### config.mk
export PLATFORM = sky130hd
export DESIGN_NAME = lvp_panel_rx_flat
export DESIGN_NICKNAME = d
export VERILOG_FILES = /design/src/design/lvp_pkg.sv /design/src/design/lvp_link_if.sv /design/src/design/lvp_frame_track.sv /design/src/design/lvp_panel_rx.sv /design/src/flat_wrapper.sv
export SDC_FILE = /design/constraint.sdc
export NUM_CORES = 1
export LEC_CHECK = 0
export BUFFER_PORTS_ARGS = -buffer_cell sky130_fd_sc_hd__buf_2
export CORE_AREA = 2 2 100 102
export DETAILED_ROUTE_END_ITERATION = 10
export DIE_AREA = 0 0 102 104
export GPL_TIMING_DRIVEN = 0
export PLACE_DENSITY = 0.81
export REMOVE_ABC_BUFFERS = 1
export SETUP_SLACK_MARGIN = 0.3
export SLEW_MARGIN = 20
export SYNTH_ARGS = -nofsm -noshare
export SYNTH_HDL_FRONTEND = slang
export SYNTH_SLANG_ARGS = --single-unit
### constraint.sdc
create_clock -name clk_i -period 1.9 [get_ports clk_i]
set_clock_uncertainty 0.05 [all_clocks]
set_input_delay 0.38 -clock clk_i [delete_from_list [all_inputs] [get_ports clk_i]]
set_output_delay 0.38 -clock clk_i [all_outputs]
set_load 0.02 [all_outputs]
### src/design/lvp_pkg.sv
// Purpose: shared constants for the serial panel video link
// Assumes: one 20 MHz system clock on both ends
// Notes:   slot tables give the pixel-word bit carried per lane slot
package lvp_pkg;

   localparam int LANES      = 4;     // Data pairs on the link
   localparam int SLOTS      = 7;     // Bits per pair per link period
   localparam int COLOR_W    = 8;     // Bits per colour component
   localparam int WORD_W     = 26;    // Pixel word: colours, enable, spare
   localparam int IDX_W      = 5;     // Width of a pixel-word bit index
   localparam int RED_LSB    = 0;     // Red level bits 7..0
   localparam int GREEN_LSB  = 8;     // Green level bits 15..8
   localparam int BLUE_LSB   = 16;    // Blue level bits 23..16
   localparam int IDX_DE     = 24;    // Data enable position
   localparam int IDX_SPARE  = 25;    // Unused slot, always low
   localparam int X_W        = 11;    // Pixel index width
   localparam int Y_W        = 10;    // Line index width
   localparam int GAP_W      = 12;    // Blank run counter width

   // Video geometry in pixel clocks and line periods
   localparam int H_ACTIVE   = 1366;
   localparam int H_TOTAL    = 1560;
   localparam int H_BLANK_MN = 76;
   localparam int H_BLANK_MX = 570;
   localparam int V_ACTIVE   = 768;
   localparam int V_TOTAL    = 806;
   localparam int V_BLANK_MN = 10;
   localparam int V_BLANK_MX = 120;

   // Link timing in system clock cycles and slots; frame gap in pixel clocks
   localparam int BIT_CYCLES = 4;     // Cycles per serial slot
   localparam int CLK_HI     = 4;     // Slots with link clock high
   localparam int SAMPLE_PH  = BIT_CYCLES / 2 - 1; // Mid-slot sample
   localparam int FRAME_GAP  = H_TOTAL; // Blank run that opens a frame

   localparam logic SEL_VESA = 1'b1;  // Select level for VESA order

   // Slot source tables, index lane*SLOTS+slot
   localparam logic [IDX_W-1:0] VESA_MAP [LANES*SLOTS] = '{
      5'h00, 5'h01, 5'h02, 5'h03, 5'h04, 5'h05, 5'h08,
      5'h09, 5'h0a, 5'h0b, 5'h0c, 5'h0d, 5'h10, 5'h11,
      5'h12, 5'h13, 5'h14, 5'h15, 5'h19, 5'h19, 5'h18,
      5'h06, 5'h07, 5'h0e, 5'h0f, 5'h16, 5'h17, 5'h19};
   localparam logic [IDX_W-1:0] JEIDA_MAP [LANES*SLOTS] = '{
      5'h02, 5'h03, 5'h04, 5'h05, 5'h06, 5'h07, 5'h0a,
      5'h0b, 5'h0c, 5'h0d, 5'h0e, 5'h0f, 5'h12, 5'h13,
      5'h14, 5'h15, 5'h16, 5'h17, 5'h19, 5'h19, 5'h18,
      5'h00, 5'h01, 5'h08, 5'h09, 5'h10, 5'h11, 5'h19};

   // Pixel-word bit carried by one lane slot
   function automatic logic [IDX_W-1:0] slot_src(input logic vesa,
                                                input int   lane,
                                                input int   slot);
      int i;
      i = lane * SLOTS + slot;
      return vesa ? VESA_MAP[i] : JEIDA_MAP[i];
   endfunction

endpackage

### src/design/lvp_link_if.sv
// Purpose: pins between the video source and the panel input
// Assumes: all lines driven one way, source to panel
// Notes:   differential pairs kept as separate true and complement lines
interface lvp_link_if;
   logic [3:0] lane_pos;        // Data pairs, true side
   logic [3:0] lane_neg;        // Data pairs, complement side
   logic       link_clock_pos;  // Link clock, true side
   logic       link_clock_neg;  // Link clock, complement side
   logic       bit_map_select;  // High VESA, low JEIDA

   modport host  (output lane_pos, lane_neg, link_clock_pos,
                  link_clock_neg, bit_map_select);
   modport panel (input  lane_pos, lane_neg, link_clock_pos,
                  link_clock_neg, bit_map_select);
endinterface

### src/design/lvp_frame_track.sv
// Purpose: line and frame framing from data enable alone
// Assumes: step_i pulses once per received pixel clock
// Notes:   all outputs registered, aligned with the pixel outputs
module lvp_frame_track
   import lvp_pkg::*;
#(
   parameter int ACTIVE_PIX   = H_ACTIVE,
   parameter int ACTIVE_LINES = V_ACTIVE,
   parameter int GAP_LIMIT    = FRAME_GAP
)(
   input  wire logic           clk_i,
   input  wire logic           resetn_i,
   input  wire logic           step_i,
   input  wire logic           de_i,
   output logic                frame_start_o,
   output logic                line_start_o,
   output logic [X_W-1:0]      x_o,
   output logic [Y_W-1:0]      y_o,
   output logic                line_err_o,
   output logic                frame_err_o
);

   logic             de_prev_q;  // Enable of previous pixel
   logic [GAP_W-1:0] gap_q;      // Run of blank pixels
   logic [X_W-1:0]   x_q;        // Pixel index in line
   logic [Y_W-1:0]   y_q;        // Line index in frame
   logic             seen_q;     // A frame start was found
   logic             new_line;
   logic             new_frame;

   assign new_line  = step_i && de_i && !de_prev_q;
   // A blank run longer than a line opens a frame
   assign new_frame = new_line && (gap_q > GAP_W'(GAP_LIMIT));

   // Counters advance only on received pixels
   always_ff @(posedge clk_i or negedge resetn_i)
   begin
      if (!resetn_i)
      begin
         de_prev_q <= 1'b0;
         gap_q     <= '0;
         x_q       <= '0;
         y_q       <= '0;
         seen_q    <= 1'b0;
      end
      else if (step_i)
      begin
         de_prev_q <= de_i;
         if (de_i)
         begin
            gap_q <= '0;
            // First enabled clock is pixel zero
            x_q   <= new_line ? '0 : x_q + 1'b1;
            if (new_frame)
            begin
               y_q    <= '0;
               seen_q <= 1'b1;
            end
            else if (new_line)
               y_q <= y_q + 1'b1;
         end
         else if (gap_q != '1)
            gap_q <= gap_q + 1'b1; // Saturates, frame gap only needs a floor
      end
   end

   // Registered framing pulses and length checks
   always_ff @(posedge clk_i or negedge resetn_i)
   begin
      if (!resetn_i)
      begin
         frame_start_o <= 1'b0;
         line_start_o  <= 1'b0;
         line_err_o    <= 1'b0;
         frame_err_o   <= 1'b0;
         x_o           <= '0;
         y_o           <= '0;
      end
      else
      begin
         frame_start_o <= new_frame;
         line_start_o  <= new_line;
         // Line ends with wrong active width
         line_err_o    <= step_i && !de_i && de_prev_q
                          && (x_q + 1'b1 != X_W'(ACTIVE_PIX));
         // Frame ends with wrong active line count
         frame_err_o   <= new_frame && seen_q
                          && (y_q + 1'b1 != Y_W'(ACTIVE_LINES));
         if (step_i && de_i)
         begin
            x_o <= new_line ? '0 : x_q + 1'b1;
            y_o <= new_frame ? '0 : (new_line ? y_q + 1'b1 : y_q);
         end
      end
   end

endmodule

### src/design/lvp_panel_rx.sv
// Purpose: panel end, recovers pixels from the serial link
// Assumes: link period is SLOTS*BIT_CYCLES system cycles
// Notes:   link pins sampled through two flip-flops, edge found here
module lvp_panel_rx
   import lvp_pkg::*;
#(
   parameter int ACTIVE_PIX   = H_ACTIVE,
   parameter int ACTIVE_LINES = V_ACTIVE,
   parameter int GAP_LIMIT    = FRAME_GAP
)(
   input  wire logic               clk_i,
   input  wire logic               resetn_i,
   lvp_link_if.panel               link,
   output logic [COLOR_W-1:0]      red_o,
   output logic [COLOR_W-1:0]      green_o,
   output logic [COLOR_W-1:0]      blue_o,
   output logic                    pix_valid_o,
   output logic                    frame_start_o,
   output logic                    line_start_o,
   output logic [X_W-1:0]          pix_x_o,
   output logic [Y_W-1:0]          line_y_o,
   output logic                    line_len_err_o,
   output logic                    frame_len_err_o
);

   logic [5:0]        s1_q;       // First sync stage: select, clock, lanes
   logic [5:0]        s2_q;       // Second sync stage
   logic              ck_prev_q;  // Previous synced link clock
   logic              rise;
   logic [2:0]        bc_q;       // Cycle within slot
   logic [2:0]        sl_q;       // Slot, 7 means idle
   logic              armed_q;    // A link clock edge was seen
   logic              sample;
   logic [SLOTS-1:0]  raw_q [LANES]; // Bits of the current period
   logic              done_q;     // Full period captured
   logic [WORD_W-1:0] word;

   // Two-stage sampling of the true-side link lines and the select
   always_ff @(posedge clk_i or negedge resetn_i)
   begin
      if (!resetn_i)
      begin
         s1_q <= '0;
         s2_q <= '0;
      end
      else
      begin
         s1_q <= {link.bit_map_select, link.link_clock_pos, link.lane_pos};
         s2_q <= s1_q;
      end
   end

   assign rise   = s2_q[4] && !ck_prev_q;
   assign sample = armed_q && (sl_q < 3'(SLOTS)) && (bc_q == 3'(SAMPLE_PH));

   // Slot timing restarts on every link clock rise
   always_ff @(posedge clk_i or negedge resetn_i)
   begin
      if (!resetn_i)
      begin
         ck_prev_q <= 1'b0;
         bc_q      <= '0;
         sl_q      <= 3'(SLOTS);
         armed_q   <= 1'b0;
      end
      else
      begin
         ck_prev_q <= s2_q[4];
         if (rise)
         begin
            bc_q    <= '0;
            sl_q    <= '0;
            armed_q <= 1'b1;
         end
         else if (bc_q == 3'(BIT_CYCLES - 1))
         begin
            bc_q <= '0;
            if (sl_q < 3'(SLOTS))
               sl_q <= sl_q + 1'b1;
         end
         else
            bc_q <= bc_q + 1'b1;
      end
   end

   // Seven bits per pair per period, kept by slot
   always_ff @(posedge clk_i or negedge resetn_i)
   begin
      if (!resetn_i)
      begin
         for (int l = 0; l < LANES; l++)
            raw_q[l] <= '0;
         done_q <= 1'b0;
      end
      else
      begin
         if (sample)
            for (int l = 0; l < LANES; l++)
               raw_q[l][sl_q] <= s2_q[l]; // High level is logic one
         done_q <= sample && (sl_q == 3'(SLOTS - 1));
      end
   end

   // Slot order follows the selected mapping
   always_comb
   begin
      word = '0;
      for (int l = 0; l < LANES; l++)
         for (int k = 0; k < SLOTS; k++)
            word[slot_src(s2_q[5], l, k)] = raw_q[l][k];
   end

   // Colour captured only in enabled periods
   always_ff @(posedge clk_i or negedge resetn_i)
   begin
      if (!resetn_i)
      begin
         red_o       <= '0;
         green_o     <= '0;
         blue_o      <= '0;
         pix_valid_o <= 1'b0;
      end
      else
      begin
         pix_valid_o <= done_q && word[IDX_DE];
         if (done_q && word[IDX_DE])
         begin
            // Unsigned levels, larger is brighter
            red_o   <= word[RED_LSB +: COLOR_W];
            green_o <= word[GREEN_LSB +: COLOR_W];
            blue_o  <= word[BLUE_LSB +: COLOR_W];
         end
      end
   end

   // Framing from data enable alone
   lvp_frame_track #(
      .ACTIVE_PIX   (ACTIVE_PIX),
      .ACTIVE_LINES (ACTIVE_LINES),
      .GAP_LIMIT    (GAP_LIMIT)
   ) u_track (
      .clk_i         (clk_i),
      .resetn_i      (resetn_i),
      .step_i        (done_q),
      .de_i          (word[IDX_DE]),
      .frame_start_o (frame_start_o),
      .line_start_o  (line_start_o),
      .x_o           (pix_x_o),
      .y_o           (line_y_o),
      .line_err_o    (line_len_err_o),
      .frame_err_o   (frame_len_err_o)
   );

endmodule

### src/flat_wrapper.sv
// flat-port wrapper written by rule: the top's interface ports become plain ports
module lvp_panel_rx_flat import lvp_pkg::*;
#(
   parameter int ACTIVE_PIX   = H_ACTIVE,
   parameter int ACTIVE_LINES = V_ACTIVE,
   parameter int GAP_LIMIT    = FRAME_GAP
)
  (clk_i, resetn_i, red_o, green_o, blue_o, pix_valid_o, frame_start_o, line_start_o, pix_x_o, line_y_o, line_len_err_o, frame_len_err_o, link_lane_pos, link_lane_neg, link_link_clock_pos, link_link_clock_neg, link_bit_map_select);
  lvp_link_if link_i ();
  input  wire logic clk_i;
  input  wire logic resetn_i;
  output logic [COLOR_W-1:0] red_o;
  output logic [COLOR_W-1:0] green_o;
  output logic [COLOR_W-1:0] blue_o;
  output logic pix_valid_o;
  output logic frame_start_o;
  output logic line_start_o;
  output logic [X_W-1:0] pix_x_o;
  output logic [Y_W-1:0] line_y_o;
  output logic line_len_err_o;
  output logic frame_len_err_o;
  input wire logic [$bits(link_i.lane_pos)-1:0] link_lane_pos;
  input wire logic [$bits(link_i.lane_neg)-1:0] link_lane_neg;
  input wire logic [$bits(link_i.link_clock_pos)-1:0] link_link_clock_pos;
  input wire logic [$bits(link_i.link_clock_neg)-1:0] link_link_clock_neg;
  input wire logic [$bits(link_i.bit_map_select)-1:0] link_bit_map_select;
  assign link_i.lane_pos = link_lane_pos;
  assign link_i.lane_neg = link_lane_neg;
  assign link_i.link_clock_pos = link_link_clock_pos;
  assign link_i.link_clock_neg = link_link_clock_neg;
  assign link_i.bit_map_select = link_bit_map_select;
  lvp_panel_rx #(.ACTIVE_PIX(ACTIVE_PIX), .ACTIVE_LINES(ACTIVE_LINES), .GAP_LIMIT(GAP_LIMIT)) u_core (.clk_i(clk_i), .resetn_i(resetn_i), .link(link_i), .red_o(red_o), .green_o(green_o), .blue_o(blue_o), .pix_valid_o(pix_valid_o), .frame_start_o(frame_start_o), .line_start_o(line_start_o), .pix_x_o(pix_x_o), .line_y_o(line_y_o), .line_len_err_o(line_len_err_o), .frame_len_err_o(frame_len_err_o));
endmodule
==> results.py <==
metrics = {
    "outcome": {
        "status": "completed",
    },
    "timing": {
        "setup_tns_ns": 0,
        "period_needed_ns": 1.75,
        "slew_headroom_pct": 54.0,
        "fmax_ghz": 0.570,
        "period_share_pct": 92.3,
        "max_slew.worst_pin.slew_ns": 0.690,
        "finalSetupViolations": 0,
        "slew_viol_final": 0,
        "fin_ws_ns": 0.146,
        "hold_slack_ns": 0.0526,
        "hold_viol_final": 0,
        "rsz0062_at_grt": "true",
    },
    "detailed_routing": {
        "routed_wirelength_um": 11300,
        "first_pass_iters": 4,
        "antenna_left": 0,
        "post_drt_wl_per_cell_um": 16.3,
        "route.detailed.drc": 0,
        "via_count": 3918,
        "drt_iter0_markers": 113,
        "vias_per_cell": 5.65,
    },
    "worst_setup_path": {
        "max_stage_delay_ns": 0.46,
        "r2r_start": "u_core.u_track.gap_q[5]$_DFFE_PN0P_",
        "crit_chain": "nor4_4 -> o21ai_4 -> a31oi_4 -> nand2_4 -> o31ai_2",
        "r2r_cells": 5,
        "crit_path_start_kind": "register",
        "crit_cells": 5,
        "arrival_ns": 2.00,
        "critical_path_buf_inv_count": 0,
        "crit_type": "reg -> reg",
        "slowest_stage": "dfrtp_2",
        "worstPathRequired_ns": 2.14,
        "crit_family": "compound AO/OA/AOI/OAI gates",
        "regToRegEndpoint": "u_core.u_track.y_q[4]$_DFFE_PN0P_",
        "end_kind": "register",
        "reg2reg_slack_ns": 0.15,
        "cp_max_fo": 8,
    },
    "pwr": {
        "p_comb_share_pct": 16.3,
        "power_switching_share_pct": 29.2,
        "p_seq_share_pct": 56.7,
        "peakVddDrop_mv": 0.657,
        "p_int_mw": 3.55,
        "power_mw": 5.02,
        "p_per_area_mw_per_mm2": 781,
        "p_clk_share_pct": 27.0,
        "leakagePower_nw": 2.99,
        "p_sw_mw": 1.47,
    },
    "clock_network": {
        "cts_max_level": 3,
        "cts_buffer_depth": 2,
        "cts_tree": "built",
        "clk_pin_slew_ns": 0.11,
        "clock-sinks": 110,
        "root_buffer": "clkbuf_8",
        "clk-insertion-delay-late_ns": 0.37,
        "cts_buffers": 9,
    },
    "finish": {
        "finalCoreUtilization_pct": 67.3,
        "multi_input_area_mm2": 0.00260,
        "fillers": 698,
        "area_growth_syn_to_layout_pct": 25.2,
        "post_route_cells_drive_above_1_share_pct": 39.8,
        "n_antenna_cell": 0,
        "nets": 578,
        "seqCellArea_mm2": 0.00278,
    },
    "yosys": {
        "synthTopCellsByArea": "dfrtp_1 52%, mux2i_1 5.9%, mux2_2 5.7%",
        "postSynthAreaPerCell_um2": 10.9,
        "syn_area_mm2": 0.00513,
        "async_flop_share_pct": 100,
        "synth_edf_count": 0,
        "syn_inst": 471,
        "yosys_warnings": 0,
        "ys.flop_type": "dfrtp_1",
        "synth_sequential_area_ratio_pct": 53.7,
        "yosys.area.top_type": "dfrtp_1",
        "synth.ff_latch_count": 110,
        "ys_types": 60,
        "synth_top_area_share_pct": 52.2,
    },
    "job": {
        "maxCapViolations": 0,
    },
    "die": {
        "die_w_um": 102,
        "rows": 36,
        "ios": 63,
        "initial_utilization_pct": 53.7,
        "die_y_um": 104,
        "dieArea_mm2": 0.0106,
        "core_mm2": 0.00955,
    },
    "min_path": {
        "hold_class": "in -> reg",
        "hold_start": "link_lane_pos[3]",
        "whs_path_depth": 1,
        "holdPathEnd": "u_core.s1_q[3]$_DFF_PN0_",
    },
    "global_routing": {
        "grt_max_degree": 78,
        "track_usage_pct": 21.1,
        "grt_pass1_wl_um": 17900,
        "antenna_found_initial": 0,
        "grt_pass1_vias": 3809,
        "overflow": 0,
    },
    "placed_design": {
        "hpwl_um": 6840,
        "port-buffer-count": 57,
        "place.gp.congestion": 0.914,
        "place_ws_ns": -0.316,
    },
}
## cells in the final DEF (no fill, tap or decap), types with 7 or more instances in the layout
cell type  synthesis  routed
clkbuf_8           0       9
mux2i_1           30      30
nand3_1           16      14
nor3_2             6       8
nor3_1            12       7
buf_6              1       7
buf_4              1      29
o21ai_1            5       7
buf_2              9      56
xnor2_1            8       8
dfrtp_1          107      87
o21ai_0           41      34
nand2_1           66      62
nor2_1            26      22
a21oi_1            9       9
dfrtp_2            0      20
mux2_2            26      20
## final cells by class
type | instances | share of cell area, %
inverters | 11 | 0.721
clock buffers | 9 | 1.93
flip-flops and latches | 110 | 43.3
clock inverters | 7 | 1.05
well taps | 133 | 2.59
repair buffers | 95 | 9.99
multi-input cells | 329 | 40.4
## what timing repair did
action,4_1_cts,5_1_grt
buffers inserted,21,14
pin swaps,10,24
setup endpoints to repair,66,60
resized for setup,47,59
cloned,0,0
hold buffers,1,0
hold endpoints to repair,33,0
## worst max path at each step
| stage | from | endpoint |
|---|---|---|
| 3_5_place_dp | u_core.done_q$_DFF_PN0_ | u_core.u_track.y_q[3]$_DFFE_PN0P_ |
| 6_report | u_core.u_track.gap_q[5]$_DFFE_PN0P_ | u_core.u_track.y_q[4]$_DFFE_PN0P_ |
| 4_1_cts | u_core.bc_q[1]$_DFF_PN0_ | u_core.raw_q[19]$_DFFE_PN0P_ |
| 5_1_grt | u_core.u_track.gap_q[0]$_DFFE_PN0P_ | u_core.u_track.gap_q[6]$_DFFE_PN0P_ |
| 2_1_floorplan | u_core.done_q$_DFF_PN0_ | u_core.u_track.y_q[7]$_DFFE_PN0P_ |
| 3_3_place_gp | u_core.done_q$_DFF_PN0_ | u_core.u_track.y_q[4]$_DFFE_PN0P_ |
## through the flow
stage	cells	instance area, um2
global route	694	6420
detailed placement	642	5540
CTS	680	6100
global placement	640	5480
floorplan	450	5030
finish	694	6420
## Yosys cell counts (all sizes together) (5+ instances only)
master and instances:
xnor2 8, nand4 6, nand2b 5, mux2i 30, o21ai 46, nor2 26
mux2 26, or3 5, ha 9, nand2 68, nand3 17, inv 11
dfrtp 107, a21oi 9, buf 14, nor3 18, clkbuf 7
## registers in the layout (all words and copies together) (netlist names)
register	count
u_core.done_q	1
u_core.u_track.gap_q	12
u_core.u_track.de_prev_q	1
u_core.armed_q	1
u_core.s2_q	6
u_core.u_track.line_start_o	1
u_core.u_track.y_q	10
u_core.pix_valid_o	1
u_core.s1_q	6
u_core.u_track.x_q	11
u_core.bc_q	3
u_core.sl_q	3
u_core.u_track.line_err_o	1
u_core.u_track.seen_q	1
u_core.ck_prev_q	1
u_core.u_track.frame_start_o	1
u_core.u_track.frame_err_o	1
u_core.blue_o	8
u_core.red_o	8
u_core.raw_q	25
u_core.green_o	8
## power groups by stage
| stage | logic, mW | clock network (mW) | registers, mW |
|---|---|---|---|
| after floorplan | 0.497 | 0 | 2.81 |
| after global placement | 0.611 | 0 | 2.86 |
| after detailed placement | 0.662 | 0 | 2.88 |
| after CTS | 0.749 | 1.39 | 2.85 |
| after global routing | 0.910 | 1.48 | 2.88 |
| final | 0.820 | 1.35 | 2.84 |
## cell families after synthesis
group,after synthesis,synth area share [%]
buf+inv,32,2.80
mux,56,11.6
flops,110,53.7
simple gates,172,17.6
compound gates,81,10.2
fa+ha+maj,9,2.20
xor+xnor,11,1.88
## metal layers
| metal | vias up | routed length [um] | track usage (%) |
|---|---|---|---|
| met2 | 113 | 5860 | 35.0 |
| met5 | - | 0 | 0 |
| li1 | 1839 | - | - |
| met4 | 0 | 307 | 8.57 |
| met3 | 26 | 434 | 2.82 |
| met1 | 1940 | 4710 | 27.8 |
Note: power is estimated with default switching activity, not from simulation.
